==> src/verilog/chgc_pkg.sv <==
package chgc_pkg;

  // Clock and timing
  localparam int unsigned CLK_FREQ_HZ = 125_000_000;
  localparam int unsigned CLK_PERIOD_NS = 8;
  // Alert pulse length in clock cycles
  localparam int unsigned ALERT_PULSE_CYCLES = 256;
  // Ship exit qualification: 2 ms minimum high
  localparam int unsigned SHIP_EXIT_MS = 2;
  localparam int unsigned SHIP_EXIT_CYCLES = (SHIP_EXIT_MS * 1_000_000 + CLK_PERIOD_NS - 1)
                                             / CLK_PERIOD_NS;
  // Fault blink: 1 Hz, half period per level
  localparam int unsigned BLINK_HZ = 1;
  localparam int unsigned BLINK_HALF_CYCLES = CLK_FREQ_HZ / (2 * BLINK_HZ);

  // Register field positions
  localparam int unsigned CFG_BOOST_BIT = 5;
  localparam int unsigned CFG_CHG_LSB = 4;
  localparam logic [1:0] CFG_CHG_ENABLE = 2'h1;
  localparam logic [7:0] PWR_CFG_RST = 8'h1B;
  localparam logic [7:0] IN_SRC_RST = 8'h02;

  // Register offsets
  localparam logic [3:0] ADDR_INPUT_SOURCE = 4'h0;
  localparam logic [3:0] ADDR_POWER_CONFIG = 4'h1;
  localparam logic [3:0] ADDR_STATUS = 4'h2;
  localparam logic [3:0] ADDR_THERMAL = 4'h3;

  // Input current limit codes (bits 2:0)
  localparam logic [2:0] INPUT_LIMIT_RESISTOR_100MA = 3'h0;
  localparam logic [2:0] INPUT_LIMIT_RESISTOR_500MA = 3'h2;
  localparam logic [2:0] INPUT_LIMIT_RESISTOR_30MA_ABOVE = 3'h0;
  localparam logic [7:0] THERM_REG_RST = 8'h03;

  typedef enum logic [2:0] {
    CHGC_IDLE = 3'h0,
    CHGC_PRECOND = 3'h1,
    CHGC_CC = 3'h3,
    CHGC_CV = 3'h2,
    CHGC_DONE = 3'h6
  } chgc_phase_t;

  // Analog comparator results
  typedef struct packed {
    logic vin_above_uvlo;
    logic vin_below_acov;
    logic vin_above_sleep;
    logic vbat_above_precond;
    logic vbat_at_regulation;
    logic ichg_below_term;
    logic vbat_below_recharge;
    logic ts_in_window;
    logic tj_above_reg;
    logic in_limit_reached;
    logic fault;
  } chgc_sense_t;

  // Controls toward the power stage
  typedef struct packed {
    logic charge_enable;
    logic boost_enable;
    logic charge_suspend;
    logic charge_reduce;
    logic supplement;
    logic battery_switch;
    logic [2:0] input_current;
  } chgc_ctrl_t;

  typedef struct packed {
    logic [3:0] addr;
    logic [7:0] wdata;
    logic wr;
    logic rd;
  } chgc_bus_req_t;

endpackage : chgc_pkg

==> src/verilog/chgc_phase_seq.sv <==
`timescale 1ns/1ps
// Autonomous charge phase sequencer
module chgc_phase_seq
  import chgc_pkg::*;
(
  input wire logic ref_clk,
  input wire logic rst_n,
  input wire logic enable,
  input wire chgc_sense_t sense,
  output chgc_phase_t phase,
  output logic terminated
);
  typedef struct packed {
    chgc_phase_t phase;
    logic term;
  } chgc_seq_st_t;

  chgc_seq_st_t s_q;
  chgc_seq_st_t s_d;

  always_comb
  begin
    s_d = s_q;
    s_d.term = 1'b0;
    if (!enable)
    begin
      s_d.phase = CHGC_IDLE;
    end
    else
    begin
      case (s_q.phase)
        CHGC_IDLE: s_d.phase = CHGC_PRECOND;
        CHGC_PRECOND:
        begin
          if (sense.vbat_above_precond)
          begin
            s_d.phase = CHGC_CC;
          end
        end
        CHGC_CC:
        begin
          if (sense.vbat_at_regulation)
          begin
            s_d.phase = CHGC_CV;
          end
        end
        CHGC_CV:
        begin
          if (sense.ichg_below_term)
          begin
            s_d.phase = CHGC_DONE;
            s_d.term = 1'b1;
          end
        end
        CHGC_DONE:
        begin
          if (sense.vbat_below_recharge)
          begin
            s_d.phase = CHGC_PRECOND;
          end
        end
        default: s_d.phase = CHGC_IDLE;
      endcase
    end
  end

  always_ff @(posedge ref_clk or negedge rst_n)
  begin
    if (!rst_n)
    begin
      s_q <= '{phase: CHGC_IDLE, term: 1'b0};
    end
    else
    begin
      s_q <= s_d;
    end
  end

  assign phase = s_q.phase;
  assign terminated = s_q.term;

endmodule : chgc_phase_seq

==> src/verilog/chgc_pulse_timer.sv <==
`timescale 1ns/1ps
// Counts a fixed number of cycles once started; busy while counting
module chgc_pulse_timer
  import chgc_pkg::*;
#(
  parameter int unsigned CYCLES = 256
)
(
  input wire logic ref_clk,
  input wire logic rst_n,
  input wire logic start,
  input wire logic hold,
  output logic busy,
  output logic done
);
  localparam int unsigned CW = $clog2(CYCLES + 1);

  typedef struct packed {
    logic [CW-1:0] cnt;
    logic busy;
    logic done;
  } chgc_tmr_st_t;

  chgc_tmr_st_t s_q;
  chgc_tmr_st_t s_d;

  initial
  begin
    if (CYCLES < 1)
    begin
      $error("CYCLES must be at least one");
    end
  end

  always_comb
  begin
    s_d = s_q;
    s_d.done = 1'b0;
    if (!hold)
    begin
      s_d.busy = 1'b0;
      s_d.cnt = '0;
    end
    else if (start && !s_q.busy)
    begin
      s_d.busy = 1'b1;
      s_d.cnt = CW'(CYCLES - 1);
    end
    else if (s_q.busy)
    begin
      if (s_q.cnt == '0)
      begin
        s_d.busy = 1'b0;
        s_d.done = 1'b1;
      end
      else
      begin
        s_d.cnt = s_q.cnt - 1'b1;
      end
    end
  end

  always_ff @(posedge ref_clk or negedge rst_n)
  begin
    if (!rst_n)
    begin
      s_q <= '0;
    end
    else
    begin
      s_q <= s_d;
    end
  end

  assign busy = s_q.busy;
  assign done = s_q.done;

endmodule : chgc_pulse_timer

==> src/verilog/chgc_top.sv <==
// The strobed register port and the register offsets were left to the implementer.
`timescale 1ns/1ps
module chgc_top
  import chgc_pkg::*;
#(
  parameter int unsigned SHIP_CYCLES = SHIP_EXIT_CYCLES,
  parameter int unsigned BLINK_CYCLES = BLINK_HALF_CYCLES,
  parameter int unsigned ALERT_CYCLES = ALERT_PULSE_CYCLES
)
(
  input wire logic ref_clk,
  input wire logic rst_n,
  input wire chgc_bus_req_t bus_req,
  output logic [7:0] bus_rdata,
  input wire logic source_select,
  input wire logic boost_request,
  input wire logic charge_allow_n,
  input wire logic [2:0] input_limit_resistor,
  input wire logic ship_exit_in,
  input wire chgc_sense_t sense,
  output logic status_o,
  output logic status_oe,
  output logic alert_o,
  output logic alert_oe,
  output logic power_good_n_o,
  output logic power_good_n_oe,
  output chgc_ctrl_t ctrl
);
  initial
  begin
    if (SHIP_CYCLES < 1 || BLINK_CYCLES < 1)
    begin
      $error("Timing counts must be at least one");
    end
    // Alert timer covers all but the first pulse cycle
    if (ALERT_CYCLES < 2)
    begin
      $error("Alert pulse must last at least two cycles");
    end
  end

  localparam int unsigned BW = $clog2(BLINK_CYCLES + 1);

  typedef struct packed {
    logic [7:0] input_source_reg;
    logic [7:0] power_config_reg;
    logic [7:0] thermal_reg;
    logic [7:0] rdata;
    logic [BW-1:0] blink_cnt;
    logic blink_lvl;
    logic fault_seen;
    logic ship_prev;
    logic shipping;
    logic status_oe;
    logic alert_oe;
    logic pg_oe;
    chgc_ctrl_t ctrl;
  } chgc_top_st_t;

  chgc_top_st_t s_q;
  chgc_top_st_t s_d;

  chgc_phase_t phase;
  logic terminated;
  logic alert_busy;
  logic ship_done;
  logic ship_busy;
  logic charge_en;
  logic boost_en;
  logic [2:0] reg_limit;
  logic [2:0] pin_limit;
  logic [2:0] eff_limit;
  logic fault_rise;
  logic alert_evt;
  logic ship_rise;
  logic buck_usb;
  logic [2:0] usb_default;
  logic charging;
  logic status_pull;
  logic [7:0] status_word;
  logic [7:0] rd_word;
  logic [2:0] od_oe;
  logic [2:0] od_level;

  // Charge allowed and boost allowed decisions
  assign charge_en = (s_q.power_config_reg[CFG_CHG_LSB +: 2] == CFG_CHG_ENABLE)
                     && !charge_allow_n;
  assign boost_en = s_q.power_config_reg[CFG_BOOST_BIT] && boost_request;

  // Buck mode with a USB host port behind the input
  assign buck_usb = !boost_en && source_select;

  // USB default limit follows the boost request pin in buck mode
  always_comb
  begin
    if (boost_request)
    begin
      usb_default = INPUT_LIMIT_RESISTOR_500MA;
    end
    else
    begin
      usb_default = INPUT_LIMIT_RESISTOR_100MA;
    end
  end

  // Register limit, clamped to the USB default when that applies
  always_comb
  begin
    reg_limit = s_q.input_source_reg[2:0];
    if (buck_usb && (usb_default < reg_limit))
    begin
      reg_limit = usb_default;
    end
  end

  // Resistor pin never sets less than 500 mA
  assign pin_limit = (input_limit_resistor < INPUT_LIMIT_RESISTOR_500MA) ? INPUT_LIMIT_RESISTOR_500MA
                     : input_limit_resistor;
  assign eff_limit = (pin_limit < reg_limit) ? pin_limit : reg_limit;
  assign fault_rise = sense.fault && !s_q.fault_seen;
  // Events that raise the alert; refused while a pulse is out
  assign alert_evt = (fault_rise || terminated) && !s_q.alert_oe;
  assign ship_rise = ship_exit_in && !s_q.ship_prev;

  // Phases run only while charging is allowed and not shipping
  chgc_phase_seq u_seq (
    .ref_clk(ref_clk),
    .rst_n(rst_n),
    .enable(charge_en && !s_q.shipping),
    .sense(sense),
    .phase(phase),
    .terminated(terminated)
  );

  // First pulse cycle comes from the event itself
  chgc_pulse_timer #(
    .CYCLES(ALERT_CYCLES - 1)
  ) u_alert (
    .ref_clk(ref_clk),
    .rst_n(rst_n),
    .start(alert_evt),
    .hold(1'b1),
    .busy(alert_busy),
    .done()
  );

  // Qualifies the high level that follows a rising edge
  chgc_pulse_timer #(
    .CYCLES(SHIP_CYCLES)
  ) u_ship (
    .ref_clk(ref_clk),
    .rst_n(rst_n),
    .start(ship_rise),
    .hold(ship_exit_in),
    .busy(ship_busy),
    .done(ship_done)
  );

  // Live status word seen by a read of the status register
  assign status_word = {sense.fault, phase, terminated, boost_en, charge_en, s_q.shipping};

  // Read multiplexer; unmapped offsets read as zero
  always_comb
  begin
    case (bus_req.addr)
      ADDR_INPUT_SOURCE:
      begin
        rd_word = s_q.input_source_reg;
      end
      ADDR_POWER_CONFIG:
      begin
        rd_word = s_q.power_config_reg;
      end
      ADDR_STATUS:
      begin
        rd_word = status_word;
      end
      ADDR_THERMAL:
      begin
        rd_word = s_q.thermal_reg;
      end
      default:
      begin
        rd_word = 8'h00;
      end
    endcase
  end

  // Charging phases pull the status line low
  always_comb
  begin
    case (phase)
      CHGC_PRECOND:
      begin
        charging = 1'b1;
      end
      CHGC_CC:
      begin
        charging = 1'b1;
      end
      CHGC_CV:
      begin
        charging = 1'b1;
      end
      default:
      begin
        charging = 1'b0;
      end
    endcase
  end
  assign status_pull = charge_en && charging;

  always_comb
  begin
    s_d = s_q;
    s_d.fault_seen = sense.fault;
    s_d.ship_prev = ship_exit_in;
    s_d.rdata = 8'h00;

    // Register writes; unmapped offsets are ignored
    if (bus_req.wr)
    begin
      case (bus_req.addr)
        ADDR_INPUT_SOURCE:
        begin
          s_d.input_source_reg = bus_req.wdata;
        end
        ADDR_POWER_CONFIG:
        begin
          s_d.power_config_reg = bus_req.wdata;
        end
        ADDR_THERMAL:
        begin
          s_d.thermal_reg = bus_req.wdata;
        end
        ADDR_STATUS:
        begin
          s_d.shipping = bus_req.wdata[0];
        end
        default:
        begin
          s_d.rdata = 8'h00;
        end
      endcase
    end
    // Read data stands for one cycle only
    if (bus_req.rd)
    begin
      s_d.rdata = rd_word;
    end

    if (ship_done)
    begin
      s_d.shipping = 1'b0;
    end

    // Blink timebase runs only while a fault is present
    if (!sense.fault)
    begin
      s_d.blink_cnt = '0;
      s_d.blink_lvl = 1'b0;
    end
    else if (s_q.blink_cnt == BW'(BLINK_CYCLES - 1))
    begin
      s_d.blink_cnt = '0;
      s_d.blink_lvl = !s_q.blink_lvl;
    end
    else
    begin
      s_d.blink_cnt = s_q.blink_cnt + 1'b1;
    end

    if (sense.fault)
    begin
      s_d.status_oe = !s_d.blink_lvl;
    end
    else
    begin
      s_d.status_oe = status_pull;
    end

    // Alert pulse: event cycle, then the timer's remaining cycles
    s_d.alert_oe = alert_busy || alert_evt;
    s_d.pg_oe = sense.vin_above_uvlo && sense.vin_below_acov
                && sense.vin_above_sleep && (eff_limit > INPUT_LIMIT_RESISTOR_30MA_ABOVE);

    // Charging needs the allow decision, no shipping and no boost
    s_d.ctrl.charge_enable = charge_en && !s_q.shipping && !boost_en;
    // Boost output is dropped with the thermistor out of window
    s_d.ctrl.boost_enable = boost_en && sense.ts_in_window;
    s_d.ctrl.charge_suspend = !sense.ts_in_window || sense.in_limit_reached;
    s_d.ctrl.charge_reduce = sense.tj_above_reg;
    // Supplement only once charge current has been cut
    s_d.ctrl.supplement = sense.in_limit_reached && s_q.ctrl.charge_suspend;
    s_d.ctrl.battery_switch = !s_d.shipping;
    s_d.ctrl.input_current = eff_limit;
  end

  always_ff @(posedge ref_clk or negedge rst_n)
  begin
    if (!rst_n)
    begin
      s_q <= '0;
      s_q.input_source_reg <= IN_SRC_RST;
      s_q.power_config_reg <= PWR_CFG_RST;
      s_q.thermal_reg <= THERM_REG_RST;
    end
    else
    begin
      s_q <= s_d;
    end
  end

  assign bus_rdata = s_q.rdata;
  // Open-drain pins: level is always low, the enable pulls the line
  assign od_oe = {s_q.status_oe, s_q.alert_oe, s_q.pg_oe};
  for (genvar i = 0; i < 3; i++)
  begin : g_od
    assign od_level[i] = 1'b0;
  end
  assign status_o = od_level[2];
  assign status_oe = od_oe[2];
  assign alert_o = od_level[1];
  assign alert_oe = od_oe[1];
  assign power_good_n_o = od_level[0];
  assign power_good_n_oe = od_oe[0];
  assign ctrl = s_q.ctrl;

endmodule : chgc_top
==> config.mk <==
export PLATFORM = sky130hd
export DESIGN_NAME = chgc_top
export DESIGN_NICKNAME = d
export VERILOG_FILES = /design/src/verilog/chgc_pkg.sv /design/src/verilog/chgc_phase_seq.sv /design/src/verilog/chgc_pulse_timer.sv /design/src/verilog/chgc_top.sv
export SDC_FILE = /design/constraint.sdc
export NUM_CORES = 1
export LEC_CHECK = 0
export BUFFER_PORTS_ARGS = -buffer_cell sky130_fd_sc_hd__buf_2
export CORE_UTILIZATION = 46
export DETAILED_ROUTE_END_ITERATION = 8
export GPL_ROUTABILITY_DRIVEN = 1
export PLACE_DENSITY = 0.67
export REMOVE_ABC_BUFFERS = 1
export SYNTH_ARGS = -nofsm -noshare
export SYNTH_HDL_FRONTEND = slang
export SYNTH_SLANG_ARGS = --single-unit
==> constraint.sdc <==
create_clock -name ref_clk -period 3.12 [get_ports ref_clk]
set_input_delay 0 -clock ref_clk [delete_from_list [all_inputs] [get_ports ref_clk]]
set_output_delay 0 -clock ref_clk [all_outputs]
set_load 0.02 [all_outputs]
==> metrics.cfg <==
[synth]
yosys.area_share.simple_pct=19.66
yosysUniqueCellTypes=61
synthAdderAreaFrac_pct=1.426
avgSynthCellArea_sq_um=10.49
synth_top_family_by_area=simple AND/OR/NAND/NOR gates
synthTopCellsByCount=dfrtp_1, nand2_1, nor2_1
synth.top_cells.by_area=dfrtp_1, mux2_2, dfstp_2
synth_xor_area_share_pct=5.158
synth_most_common_cell=dfrtp_1
synth_top_area_share_pct=47.54
synth_edf_count=0
yosysSeqAreaShare_pct=51.03
synth_top_area_cell=dfrtp_1
synth_compound_area_share_pct=11.43
synth_mux_area_share_pct=5.515
syn_inst=502
netlist_area_sq_um=5264
async_reset_ff_share_pct=100.0
ys_ff_latch=107
synth_flop_cell=dfrtp_1
ys.warnings.count=0

[detailed_routing]
vias=3857
first_pass_iters=4
drcViolationCount=0
wl_per_cell_microns=14.87
via_per_inst=5.440
first_iter_violations=171
drt-total-wl_mm=10.55
ant_nets=0

[pwr]
power.total_mw=3.160
power_leakage_nw=2.690
vdd_drop_max_uv=340.8
p_per_area_nw_per_um2=523.4

[global_route]
met1_usage_pct=22.27
grt_max_degree=108
use_met3_pct=4.961
grt_pass1_wl_mm=17.00
track_usage_pct=18.49
busiest_layer=met2
antenna_found_initial=0
grtUsageMet2_pct=31.85
grt_overflow_total=0
grt_pass1_vias=3720

[setup_path]
crit_chain=inv_1 > ha_1 > nor2b_1 > or4b_2 > a32o_1 > ha_1 > a21oi_2 > nand2_1 > o21ai_2 > mux2i_1 > o31a_1
cp_num_cells=11
cp_slowest_cell=or4b_2
reg2reg_to=power_good_n_oe
critPathBufInv=1
start_kind=register
cp_data_arrival_time_ps=3280
path_common_cell=ha_1
reg2reg_depth=11
critPathKind=reg -> reg
rr_startpoint=s_q[67]
cpPeakStageDelay_ps=600
crit_end=power_good_n_oe
r2r_slack_ps=60
crit_fanout=4
crit_path_start=s_q[67]
required_ps=3340
endpoint_kind=register
crit_family=compound AO/OA/AOI/OAI gates

[cts]
ctsLongestPathBuffers=2
root_buffer=clkbuf_16
cts_tree=built
numCtsBuffers=9
cts_sinks=107
clk_latency_ps=350
clkTransAtPathRegs_ps=80
htreeDepth=3

[place]
detailed_place_hpwl_mm=7.114
placed_cells=672
port_buffers=53
gp_congestion=0.8329

[cells_and_area]
fin_cells=709
fillCellCount=955
final_net_count=604
antenna_cells=0
drive_gt1_share_pct=21.97
syn2layout_area_growth_pct=14.71

[timing]
hold_viol_final=0
setup_violations=0
layout_min_cycle_time_ps=3059
skew_ps=11.77
fmax_mhz=326.9
final.period_utilization_pct=98.03
worst_slew_pin_slew_ps=1035
slew_headroom_pct=30.81
drv_slew=0

[floorplan]
die_h_microns=109.0
rows=38
die_w_microns=109.0
ioPinCount=57
start_util_pct=47.93
coreArea_sq_um=10980
dieArea_sq_um=11870

[job]
cap_violations=0

[min_path]
hold_path.class=in -> reg

[status]
outcome=finished clean

through the flow:
step           hold slack (ps)  setup slack (ps)  TNS, ps  instance area, sq um  utilization, %
3_5_place_dp             111.6             14.19        0                  5543           50.47
5_1_grt                  18.82            -26.38   -26.38                  6038           54.98
4_1_cts                  8.597             50.66        0                  6031           54.91
3_3_place_gp             110.8             120.0        0                  5543           50.47
6_report                 20.50             61.41        0                  6038           54.98
2_1_floorplan           -295.6             203.1        0                  5050               -
layout by cell type (no fill, tap or decap), types with 5 or more instances in the layout:
| cell type | n |
|---|---|
| xor2_1 | 18 |
| nor2b_1 | 8 |
| ha_1 | 6 |
| nand4_1 | 10 |
| nor2_1 | 46 |
| a22o_1 | 5 |
| clkbuf_16 | 9 |
| nand3_1 | 17 |
| buf_2 | 52 |
| mux2_2 | 24 |
| nand2b_1 | 6 |
| dfrtp_1 | 100 |
| nor3_1 | 7 |
| a21oi_1 | 20 |
| xnor2_1 | 13 |
| a22oi_1 | 15 |
| and3_1 | 10 |
| o21ai_0 | 13 |
| dfstp_2 | 7 |
| a21o_1 | 6 |
| nand2_1 | 47 |
| inv_1 | 21 |
| or3_1 | 6 |
| dlygate4sd3_1 | 21 |
| buf_4 | 5 |
cell type report:
cell class | count | area (sq um) | area share, %
sequential | 107 | 2686 | 44.49
multi-input combinational | 346 | 2292 | 37.96
timing repair buffer | 79 | 528.0 | 8.744
clock buffer | 10 | 229.0 | 3.792
tap | 140 | 175.2 | 2.901
inverter | 21 | 78.83 | 1.305
clock inverter | 6 | 48.80 | 0.8081
per-layer routing:
layer	wire [microns]	share of wire, %
met5	0	0
met4	200	1.9
met3	342	3.2
met2	5370	51
met1	4632	44
what timing repair did:
action                                 CTS  global route
hold buffers                            21             0
setup buffers                            0             0
endpoints found under the hold margin  141             0
setup endpoints to repair                1             1
resized for setup                        1             2
worst register-to-register path: stages, from the launching register on:
cell and delay (ps):
dfstp_2 560, inv_1 50, ha_1 260, nor2b_1 140
or4b_2 600, a32o_1 260, ha_1 220, a21oi_2 170
nand2_1 110, o21ai_2 150, mux2i_1 110, o31a_1 310
report_power, final:
part	internal, mW	switching, mW	total [mW]
clock network	0.549	0.510	1.06
registers	1.53	0.0991	1.63
logic	0.219	0.255	0.475
worst min path at each step:
| stage | from | end | slack, ps | depth (start not counted) |
|---|---|---|---|---|
| floorplan | rst_n | alert_oe | -300 | 0 |
| global placement | sense[2] | ctrl[5] | 110 | 1 |
| detailed placement | rst_n | s_q[37] | 110 | 2 |
| CTS | sense[9] | power_good_n_oe | 9 | 3 |
| global route | bus_req[1] | ctrl[3] | 20 | 3 |
| finish | sense[9] | power_good_n_oe | 20 | 3 |
sequential cells by signal, summed over array words and instances (netlist names), 3 cells and up:
register / count
ctrl: 9
u_alert.s_q: 8
bus_rdata: 8
u_seq.phase: 3
s_q: 54
u_ship.s_q: 18
cell families after synthesis:
kind of cell               count (synthesis)
and+or+nand+nor                          191
DFF                                      107
AOI/OAI and AO/OA                         89
buffers and inverters                     51
xor gates and xnor gates                  31
muxes                                     26
adders and majority gates                  6
other                                      1
(Power assumes the default switching activity.)
